### src/design/pmrp_regs.vh
// register page offsets, identification register values, partition and monitor counts, error codes
`ifndef PMRP_REGS_VH
`define PMRP_REGS_VH
`define PMRP_PAGE_BITS       16
`define PMRP_OFF_FEATURE_ID  16'h0000
`define PMRP_OFF_SEC_FEAT_ID 16'h0008
`define PMRP_OFF_IMPL_ID     16'h0018
`define PMRP_OFF_ARCH_ID     16'h0020
`define PMRP_OFF_MON_FEAT_ID 16'h0080
`define PMRP_OFF_ERR_CTL     16'h00F0
`define PMRP_OFF_ERR_STAT    16'h00F8
`define PMRP_OFF_PART_SEL    16'h0100
`define PMRP_OFF_CACHE_MAX   16'h0108
`define PMRP_OFF_PRIORITY    16'h0400
`define PMRP_OFF_MON_SEL     16'h0800
`define PMRP_OFF_CSU_FLT     16'h0810
`define PMRP_OFF_CSU_CTL     16'h0818
`define PMRP_OFF_CSU_CNT     16'h0840
`define PMRP_OFF_CSU_CAPT    16'h0848
`define PMRP_OFF_IMPL_BASE   16'h3000
`define PMRP_NUM_PARTS       8
`define PMRP_PART_BITS       3
`define PMRP_NUM_MONS        4
`define PMRP_MON_BITS        2
`define PMRP_FEATURE_VAL     32'h0001_0107
`define PMRP_SEC_FEAT_VAL    32'h0000_0007
`define PMRP_IMPL_ID_VAL     32'h0000_0A5A
`define PMRP_ARCH_ID_VAL     32'h0000_0010
`define PMRP_MON_FEAT_VAL    32'h0001_0000
`define PMRP_ERR_SEL_RANGE   4'h1
`define PMRP_ERR_MON_RANGE   4'h2
`endif

### src/design/pmrp_bank.v
// one security bank: selection registers, per-partition and per-monitor storage
`default_nettype none
module pmrp_bank (
  input  wire        clk,
  input  wire        rst,
  input  wire        wr_en,
  input  wire [15:0] offset,
  input  wire [31:0] wdata,
  input  wire [3:0]  err_code,
  input  wire        err_set,
  input  wire        mon_event,
  output reg  [31:0] rdata,
  output reg         hit
);
`include "pmrp_regs.vh"
  reg [31:0] err_ctl_reg;
  reg [31:0] err_stat_reg;
  reg [`PMRP_PART_BITS-1:0] part_sel_reg;
  reg [`PMRP_MON_BITS-1:0]  mon_sel_reg;
  reg [31:0] cache_max_mem [0:`PMRP_NUM_PARTS-1];
  reg [31:0] priority_mem  [0:`PMRP_NUM_PARTS-1];
  reg [31:0] csu_flt_mem   [0:`PMRP_NUM_MONS-1];
  reg [31:0] csu_ctl_mem   [0:`PMRP_NUM_MONS-1];
  reg [31:0] csu_cnt_mem   [0:`PMRP_NUM_MONS-1];
  reg [31:0] csu_capt_mem  [0:`PMRP_NUM_MONS-1];
  integer i;

  always @(posedge clk) begin
    if (rst) begin
      err_ctl_reg  <= 32'h0;
      err_stat_reg <= 32'h0;
      part_sel_reg <= {`PMRP_PART_BITS{1'b0}};
      mon_sel_reg  <= {`PMRP_MON_BITS{1'b0}};
      for (i = 0; i < `PMRP_NUM_PARTS; i = i + 1) begin
        cache_max_mem[i] <= 32'h0;
        priority_mem[i]  <= 32'h0;
      end
      for (i = 0; i < `PMRP_NUM_MONS; i = i + 1) begin
        csu_flt_mem[i]  <= 32'h0;
        csu_ctl_mem[i]  <= 32'h0;
        csu_cnt_mem[i]  <= 32'h0;
        csu_capt_mem[i] <= 32'h0;
      end
    end else begin
      // enabled monitors count events; bit 31 of control is enable
      for (i = 0; i < `PMRP_NUM_MONS; i = i + 1) begin
        if (mon_event && csu_ctl_mem[i][31])
          csu_cnt_mem[i] <= csu_cnt_mem[i] + 32'h1;
      end
      if (wr_en) begin
        if (offset == `PMRP_OFF_ERR_CTL)
          err_ctl_reg <= wdata;
        else if (offset == `PMRP_OFF_ERR_STAT)
          err_stat_reg <= wdata;
        else if (offset == `PMRP_OFF_PART_SEL)
          part_sel_reg <= wdata[`PMRP_PART_BITS-1:0];
        else if (offset == `PMRP_OFF_CACHE_MAX)
          cache_max_mem[part_sel_reg] <= wdata;
        else if (offset == `PMRP_OFF_PRIORITY)
          priority_mem[part_sel_reg] <= wdata;
        else if (offset == `PMRP_OFF_MON_SEL)
          mon_sel_reg <= wdata[`PMRP_MON_BITS-1:0];
        else if (offset == `PMRP_OFF_CSU_FLT)
          csu_flt_mem[mon_sel_reg] <= wdata;
        else if (offset == `PMRP_OFF_CSU_CTL)
          csu_ctl_mem[mon_sel_reg] <= wdata;
        else if (offset == `PMRP_OFF_CSU_CNT)
          csu_cnt_mem[mon_sel_reg] <= wdata;
        else if (offset == `PMRP_OFF_CSU_CAPT)
          csu_capt_mem[mon_sel_reg] <= wdata;
      end
      // a detected error wins over a software write to the status
      if (err_set)
        err_stat_reg <= {28'h0, err_code};
    end
  end

  always @* begin
    rdata = 32'h0;
    hit   = 1'b1;
    if (offset == `PMRP_OFF_ERR_CTL)
      rdata = err_ctl_reg;
    else if (offset == `PMRP_OFF_ERR_STAT)
      rdata = err_stat_reg;
    else if (offset == `PMRP_OFF_PART_SEL)
      rdata = {{(32-`PMRP_PART_BITS){1'b0}}, part_sel_reg};
    else if (offset == `PMRP_OFF_CACHE_MAX)
      rdata = cache_max_mem[part_sel_reg];
    else if (offset == `PMRP_OFF_PRIORITY)
      rdata = priority_mem[part_sel_reg];
    else if (offset == `PMRP_OFF_MON_SEL)
      rdata = {{(32-`PMRP_MON_BITS){1'b0}}, mon_sel_reg};
    else if (offset == `PMRP_OFF_CSU_FLT)
      rdata = csu_flt_mem[mon_sel_reg];
    else if (offset == `PMRP_OFF_CSU_CTL)
      rdata = csu_ctl_mem[mon_sel_reg];
    else if (offset == `PMRP_OFF_CSU_CNT)
      rdata = csu_cnt_mem[mon_sel_reg];
    else if (offset == `PMRP_OFF_CSU_CAPT)
      rdata = csu_capt_mem[mon_sel_reg];
    else
      hit = 1'b0;
  end
endmodule // pmrp_bank
`default_nettype wire

### src/design/pmrp_page.v
// partition monitor register page: decode, security banking, reserved handling
// What this block does
// - monitor select write picks configured instance
// - counter and capture also indexed by select
// - separate Secure and Non-secure monitor selects
// - all registers in one 64 KB page
// - page answers in both security spaces
// - Secure ids only Secure, Non-secure only Non-secure
// - partition config registers banked by security
// - Secure feature id hidden from Non-secure
// - identical read-only feature id may be shared
// - implementation and architecture ids shared
// - differing id registers banked per space
// - control absent in one space may be omitted
// - error, select, config, monitor registers banked
// - no register in space means reserved access
// - feature, arch, impl, Secure ids implemented
// - controls present so partition select implemented
// - monitors present so monitor id and select
// - errors detected so status and control implemented
// - optional registers only for present features
// - reserved reads zero, writes ignored
// - offsets 0x3000 and above answer reserved, no implementation registers
// - feature id at page offset zero
`default_nettype none
module pmrp_page (
  input  wire        clk,
  input  wire        rst,
  input  wire        req_valid,
  input  wire        req_write,
  input  wire [15:0] req_addr,
  input  wire [31:0] req_wdata,
  input  wire        nonsecure_attr,
  input  wire        mon_event,
  output reg         resp_valid,
  output reg  [31:0] resp_rdata,
  output reg         resp_reserved
);
`include "pmrp_regs.vh"
  // req_addr is the byte offset inside the 64 KB aligned page
  wire [15:0] off = {req_addr[15:2], 2'b00};
  wire        wr  = req_valid && req_write;
  wire [31:0] s_rdata;
  wire [31:0] ns_rdata;
  wire        s_hit;
  wire        ns_hit;
  reg  [31:0] id_rdata;
  reg         id_hit;
  reg  [31:0] rdata_next;
  reg         reserved_next;
  reg         s_err;
  reg         ns_err;
  reg  [3:0]  err_code;

  // out-of-range selection write is flagged in that bank's error status
  always @* begin
    err_code = 4'h0;
    if (wr && off == `PMRP_OFF_PART_SEL && req_wdata >= `PMRP_NUM_PARTS)
      err_code = `PMRP_ERR_SEL_RANGE;
    else if (wr && off == `PMRP_OFF_MON_SEL && req_wdata >= `PMRP_NUM_MONS)
      err_code = `PMRP_ERR_MON_RANGE;
    s_err  = (err_code != 4'h0) && !nonsecure_attr;
    ns_err = (err_code != 4'h0) && nonsecure_attr;
  end

  pmrp_bank u_sec_bank (
    .clk       (clk),
    .rst       (rst),
    .wr_en     (wr && !nonsecure_attr),
    .offset    (off),
    .wdata     (req_wdata),
    .err_code  (err_code),
    .err_set   (s_err),
    .mon_event (mon_event),
    .rdata     (s_rdata),
    .hit       (s_hit)
  );

  pmrp_bank u_ns_bank (
    .clk       (clk),
    .rst       (rst),
    .wr_en     (wr && nonsecure_attr),
    .offset    (off),
    .wdata     (req_wdata),
    .err_code  (err_code),
    .err_set   (ns_err),
    .mon_event (mon_event),
    .rdata     (ns_rdata),
    .hit       (ns_hit)
  );

  // read-only identification registers, shared unless noted
  always @* begin
    id_rdata = 32'h0;
    id_hit   = 1'b1;
    if (off == `PMRP_OFF_FEATURE_ID)
      id_rdata = `PMRP_FEATURE_VAL;
    else if (off == `PMRP_OFF_SEC_FEAT_ID && !nonsecure_attr)
      id_rdata = `PMRP_SEC_FEAT_VAL;
    else if (off == `PMRP_OFF_IMPL_ID)
      id_rdata = `PMRP_IMPL_ID_VAL;
    else if (off == `PMRP_OFF_ARCH_ID)
      id_rdata = `PMRP_ARCH_ID_VAL;
    else if (off == `PMRP_OFF_MON_FEAT_ID)
      id_rdata = `PMRP_MON_FEAT_VAL;
    else
      id_hit = 1'b0;
  end

  // choose bank by attribute only; unmatched or write-to-id is reserved
  always @* begin
    rdata_next    = 32'h0;
    reserved_next = 1'b0;
    if (off >= `PMRP_OFF_IMPL_BASE)
      reserved_next = 1'b1;
    else if (id_hit) begin
      if (req_write)
        reserved_next = 1'b1;
      else
        rdata_next = id_rdata;
    end else if (nonsecure_attr && ns_hit) begin
      rdata_next = ns_rdata;
    end else if (!nonsecure_attr && s_hit) begin
      rdata_next = s_rdata;
    end else
      reserved_next = 1'b1;
    if (reserved_next || req_write)
      rdata_next = 32'h0;
  end

  always @(posedge clk) begin
    if (rst) begin
      resp_valid    <= 1'b0;
      resp_rdata    <= 32'h0;
      resp_reserved <= 1'b0;
    end else begin
      resp_valid    <= req_valid;
      resp_rdata    <= req_valid ? rdata_next : 32'h0;
      resp_reserved <= req_valid && reserved_next;
    end
  end
endmodule // pmrp_page
`default_nettype wire

### config.mk
export PLATFORM = sky130hd
export DESIGN_NAME = pmrp_page
export DESIGN_NICKNAME = d
export VERILOG_FILES = /design/src/design/pmrp_bank.v /design/src/design/pmrp_page.v
export VERILOG_INCLUDE_DIRS = /design/src /design/src/design
export SDC_FILE = /design/constraint.sdc
export NUM_CORES = 2
export LEC_CHECK = 0
export BUFFER_PORTS_ARGS = -buffer_cell sky130_fd_sc_hd__buf_2
export CAP_MARGIN = 0
export CELL_PAD_IN_SITES_DETAIL_PLACEMENT = 0
export CELL_PAD_IN_SITES_GLOBAL_PLACEMENT = 2
export CORE_UTILIZATION = 40
export CTS_CLUSTER_SIZE = 30
export DETAILED_ROUTE_END_ITERATION = 10
export GPL_TIMING_DRIVEN = 1
export PLACE_DENSITY_LB_ADDON = 0.12
export SLEW_MARGIN = 20
export SYNTH_ARGS = -nofsm -noshare
export SYNTH_HDL_FRONTEND = slang
export SYNTH_HIERARCHICAL = 1
export SYNTH_SLANG_ARGS = --single-unit
### constraint.sdc
create_clock -name clk -period 10.3 [get_ports clk]
set_input_delay 0 -clock clk [delete_from_list [all_inputs] [get_ports clk]]
set_output_delay 0 -clock clk [all_outputs]
set_load 0.01 [all_outputs]
# Word level (Yosys, flattened, before mapping)
# Memories as Yosys holds them, arrays and structs flattened. A register that Yosys moved wholly into a read port is not among the register bits.
# Index checks and enable logic that the tools add are counted.
# word_totals
out_inout_bits	34
regBits	172
mem_bits_rw	2048
elab_cells	343
memories	12
# op_classes
addsub	8
order_cmp	3
n_eq_ne	16
bitwise_logic	14
n_reduce_logical	52
mux	225
# memory_table
memory	words	word_bits	read_ports	rd_clocked_by_memory_dff	write_ports	line	rtl
u_ns_bank.cache_max_mem	8	32	1	1	8	pmrp_bank.v:20	reg [31:0] cache_max_mem [0:`PMRP_NUM_PARTS-1];
u_ns_bank.priority_mem	8	32	1	1	8	pmrp_bank.v:21	reg [31:0] priority_mem [0:`PMRP_NUM_PARTS-1];
u_sec_bank.cache_max_mem	8	32	1	1	8	pmrp_bank.v:20	
u_sec_bank.priority_mem	8	32	1	1	8	pmrp_bank.v:21	
u_ns_bank.csu_capt_mem	4	32	1	1	4	pmrp_bank.v:25	reg [31:0] csu_capt_mem [0:`PMRP_NUM_MONS-1];
u_ns_bank.csu_cnt_mem	4	32	5	1	5	pmrp_bank.v:24	reg [31:0] csu_cnt_mem [0:`PMRP_NUM_MONS-1];
+6 memories	--	--	--	--	--	--	
# op_table
cell	count
32-bit two-way mux	42
32-bit OR reduction	10
32-bit by 1-bit adder with 32-bit output, second input constant	8
1-bit two-way mux	134
17-bit two-way mux	5
14-bit by 10-bit == test with 1-bit output, second input constant	5
2-bit two-way mux	24
14-bit by 6-bit == test with 1-bit output, second input constant	3
3-bit two-way mux	12
32-bit by 3-bit greater-or-equal comparator with 1-bit output, second input constant	1
32-bit by 4-bit greater-or-equal comparator with 1-bit output, second input constant	1
4-bit two-way mux	8
14-bit by 7-bit == test with 1-bit output, second input constant	2
1-bit logical AND	21
16-bit by 14-bit greater-or-equal comparator with 1-bit output, second input constant	1
16-bit logical NOT	1
14-bit by 2-bit == test with 1-bit output, second input constant	1
14-bit by 3-bit == test with 1-bit output, second input constant	1
14-bit by 4-bit == test with 1-bit output, second input constant	1
14-bit by 9-bit == test with 1-bit output, second input constant	1
7-bit AND reduction	2
3-bit AND reduction	4
1-bit bitwise OR	8
4-bit AND reduction	2
9 further kinds	20

# Logic depth before layout (Yosys ltp)
# logic_depth
depth_word	18
ltp_mapped	14
mapped_depth_nobuf	11

# Cells and area by module
# Netlist, hierarchy kept.
# modules_own_cells
module	cells_each	seq_area_each_um2	area_each_um2	instances
pmrp_bank (u_ns_bank)	3856	32230.9	52311.4	1
pmrp_bank (u_sec_bank)	3973	32230.9	51270.4	1
pmrp_page	199	680.7	1650.3	1

# Worst setup path before layout
# No wires, ideal clock.
# synth_timing
path_kind	in2reg
from	input req_addr[5]
to	memory u_ns_bank.csu_capt_mem[3][0], enable pin
path_slack_ns	5.617
setup_ns	0.511
t_arrival_ns	4.173
path_buffers	0
path_stages	3
path_cell_list	nor4_1 nand4_1 o41ai_1
# synth_lines
element	line	rtl
from (decl)	pmrp_page.v:31	input wire [15:0] req_addr,
to (decl)	pmrp_bank.v:25	

==> impl_results.md <==
- Multi-input gate area: roughly 0.038 sq mm
- WP data required: between 10 and 15 ns
- Leak: between 30 and 40 nW
- Clk pin slew, worst setup/hold paths: ~0.060 ns
- Post-synthesis sequential area ratio: 61.90%
- Endpoints failing setup: 0
- Congestion Overflow GR: 0
- Slew at the pin closest to its max-slew limit: ~1.2 ns
- Slew Viols, Final: 0
- Die height: approximately 510 um
- Slowest stage delay, CP: just over 0.9 ns
- RSZ-0062 raised after global routing: false
- Routed len/inst: between 30 and 40 um
- CP bufs+invs: 3
- Crit end category: register
- Delay-heaviest family, CP: buffers and inverters
- GR peak layer: met2
- Die area: around 0.27 sq mm
- Most common cell in the netlist: edfxtp_1
- Final cell count without fillers: 11730
- Fmax: ~0.20 GHz
- Fin crit period: between 5 and 6 ns
- Clock Path Buffers: 4
- Final WL: 374600 um
- Worst rel slew slack: a little under a fifth
- Starting Density: between 40% and 50%
- Register Area: 0.06518 sq mm
- Synth top cells by count: edfxtp_1, nor2_1, nand2_1, and2_1, mux4_2
- Hpwl dp: between 200000 and 250000 um
- Fin nets: around 8100
- Placed insts: roughly 11000
- Via count: just under 70000
- Mapped Area: 0.1052 sq mm
- Max Cap Viol: 0
- Placed Area: 0.1099 sq mm
- GR Util met1: between 30 and 40%
- Core ar.: 0.2606 sq mm
- Ys flop type: edfxtp_1
- GR Layer Usage met2: 46.23%
- CTS tree: done
- DRT antenna net count: 0
- EDFF count, synth: around 2000
- Area growth syn-to-layout: 13.01%
- Critical Path Most Common Cell: buf_4
- Area fraction of the dominant cell type after synthesis: between 50% and 60%
- Share of cells above drive strength 1: between 15 and 20%
- CTS buffer count: about 270
- Fill cell count: between 20000 and 25000
- Largest cells by area after synthesis: edfxtp_1, mux4_2, and2_1, nor2_1, dfxtp_1
- Outcome: finished clean
- Routability cong.: 0.8195
- CP Max Fanout: 57
- Fin crit share: between 40% and 50%
- Worst Hold Class: in2reg
- Pwr/cell area: between 150 and 200 mW/mm^2
- Critical-path top delay cell: dfxtp_4
- Die width: roughly 510 um
- Overall Global Routing Usage: 27.99%
- Initial antenna violation count: 25
- IO Port Bufs: between 80 and 90
- Syn Inst Count: around 8000
- Clock Latency Late Sink: 0.88 ns
- Crit start category: register
- Cell chain of the critical path: buf_4, buf_4, mux4_2, mux2i_1, a221o_1, o21ai_1, a22oi_1, o32a_1, dlygate4sd3_1, nor2_1
- Number of synthesized register bits: 2230
- FFs w/ async S/R, synth: 0%
- I/O pins: around 90
- Vias in the first global route: 67520
- Setup CP Type: reg2reg
- Initial drt markers: just under 7000
- Setup TNS: 0 ns
- Clock root cell: clkbuf_16
- Fin util: a little under half
- Hold Fails Final Rpt: 0
- Yosys top cell by area: edfxtp_1
- H-tree levels: 5
- Syn avg cell area: between 10 and 15 sq um
- Drt pass-1 iters: 6
- Global-route wire length before repair: roughly 520000 um
- Post-route design area: between 0.1 and 0.15 sq mm
- CP arrival: ~5.8 ns
- Clk sinks: between 2000 and 2500
- Max VDD drop: approximately 140 uV
- Clock skew: between 0.07 and 0.08 ns
- Yosys warning total: 6
- Unique masters post-synth: 86
- Largest net degree at the start of global routing: a little under 100
- Vias per cell: approximately 5.8
- Site Rows: ~190
- Drt drc: 0
- GR Layer Usage met3: under 10%
==> area by class of cell <==
| class | count | area share (%) |
|---|---|---|
| Sequential cell | 2230 | 54.81 |
| Timing Repair Buffer | 376 | 2.424 |
| Clock buffer | 349 | 6.141 |
| Antenna cell | 19 | 0.03998 |
| Inverter | 48 | 0.1536 |
| Tap cell | 3496 | 3.678 |
| Multi-Input combinational cell | 5107 | 31.91 |
| Clock inverter | 108 | 0.8448 |
==> layer usage <==
| metal | share of wire (%) | wire (um) | vias to the layer above |
|---|---|---|---|
| li1 | - | - | 29730 |
| met1 | 41 | 154600 | 35370 |
| met2 | 48 | 181200 | 2533 |
| met3 | 6.3 | 23680 | 539 |
| met4 | 4.0 | 15140 | 0 |
| met5 | 0 | 0 | - |
==> layout by cell type, fill, tap and decap left out, types with 27 or more instances in the layout <==
cell,n
clkbuf_16,278
clkbuf_1,63
o31ai_1,138
a22oi_1,57
o21ai_0,73
dfxtp_1,172
o21ai_4,30
a21o_1,39
xor2_1,115
o31a_1,28
mux2i_1,150
nor4_1,27
a221oi_1,51
nand4_1,76
o21ai_1,54
a22o_1,37
mux4_2,512
mux2_2,28
a21oi_1,159
buf_2,77
edfxtp_1,2048
xnor2_1,123
and2_1,746
nor3_1,114
and3_1,63
o22ai_1,30
nor2_1,1185
buf_4,222
clkinv_1,46
nand3_1,109
clkinv_2,32
dlygate4sd3_1,71
and4_1,30
a221o_1,55
nand2_1,812
inv_1,45
==> worst reg2reg max path, stage by stage, from the launching register on <==
cell,delay (ns)
dfxtp_4,0.93
buf_4,0.88
buf_4,0.47
mux4_2,0.26
mux2i_1,0.07
a221o_1,0.39
o21ai_1,0.53
a22oi_1,0.25
o32a_1,0.22
dlygate4sd3_1,0.57
nor2_1,0.40
==> where the power goes <==
part	internal, mW	switching (mW)	total, mW
clock network	5.37	3.81	9.18
logic	0.242	0.681	0.923
registers	10.2	0.154	10.3
==> kinds of logic after synthesis <==
group | count (synthesis) | share of synthesized area (%)
flip-flops | 2230 | 61.90
adder cells (fa/ha/maj) | 8 | 0.09512
AND/OR/NAND/NOR | 3334 | 15.11
other | 1 | 0.003564
buffers and inverters | 706 | 2.812
multiplexers | 693 | 12.72
XOR/XNOR | 238 | 1.981
AO/OA/AOI/OAI | 818 | 5.381
==> per-stage QoR <==
step | setup WS, ns | hold slack [ns] | power, mW
2_1_floorplan | 5.617 | 0.1381 | 10.93
3_5_place_dp | 5.681 | 0.3961 | 11.45
6_report | 5.225 | 0.05331 | 20.45
4_1_cts | 5.170 | 0.008068 | 20.64
3_3_place_gp | 5.652 | 0.4019 | 11.42
5_1_grt | 5.059 | 0.05835 | 21.03
==> timing repair <==
action                    CTS  global route
hold endpoints to repair  505             0
buffers inserted            0             0
gates resized for setup     0             0
hold buffers               71             0
==> final timing paths <==
check | from | end | slack, ns | cells past startpoint
max | register | resp_rdata[16] | 5.23 | 10
min | req_wdata[13] | u_sec_bank/err_stat_reg[13] | 0.05 | 4
max reg2reg | register | resp_rdata[16] | 5.23 | 10
min reg2reg | u_ns_bank/err_ctl_reg[30] | u_ns_bank/err_ctl_reg[30] | 0.45 | 2
Note: power is estimated with default switching activity, not from simulation.
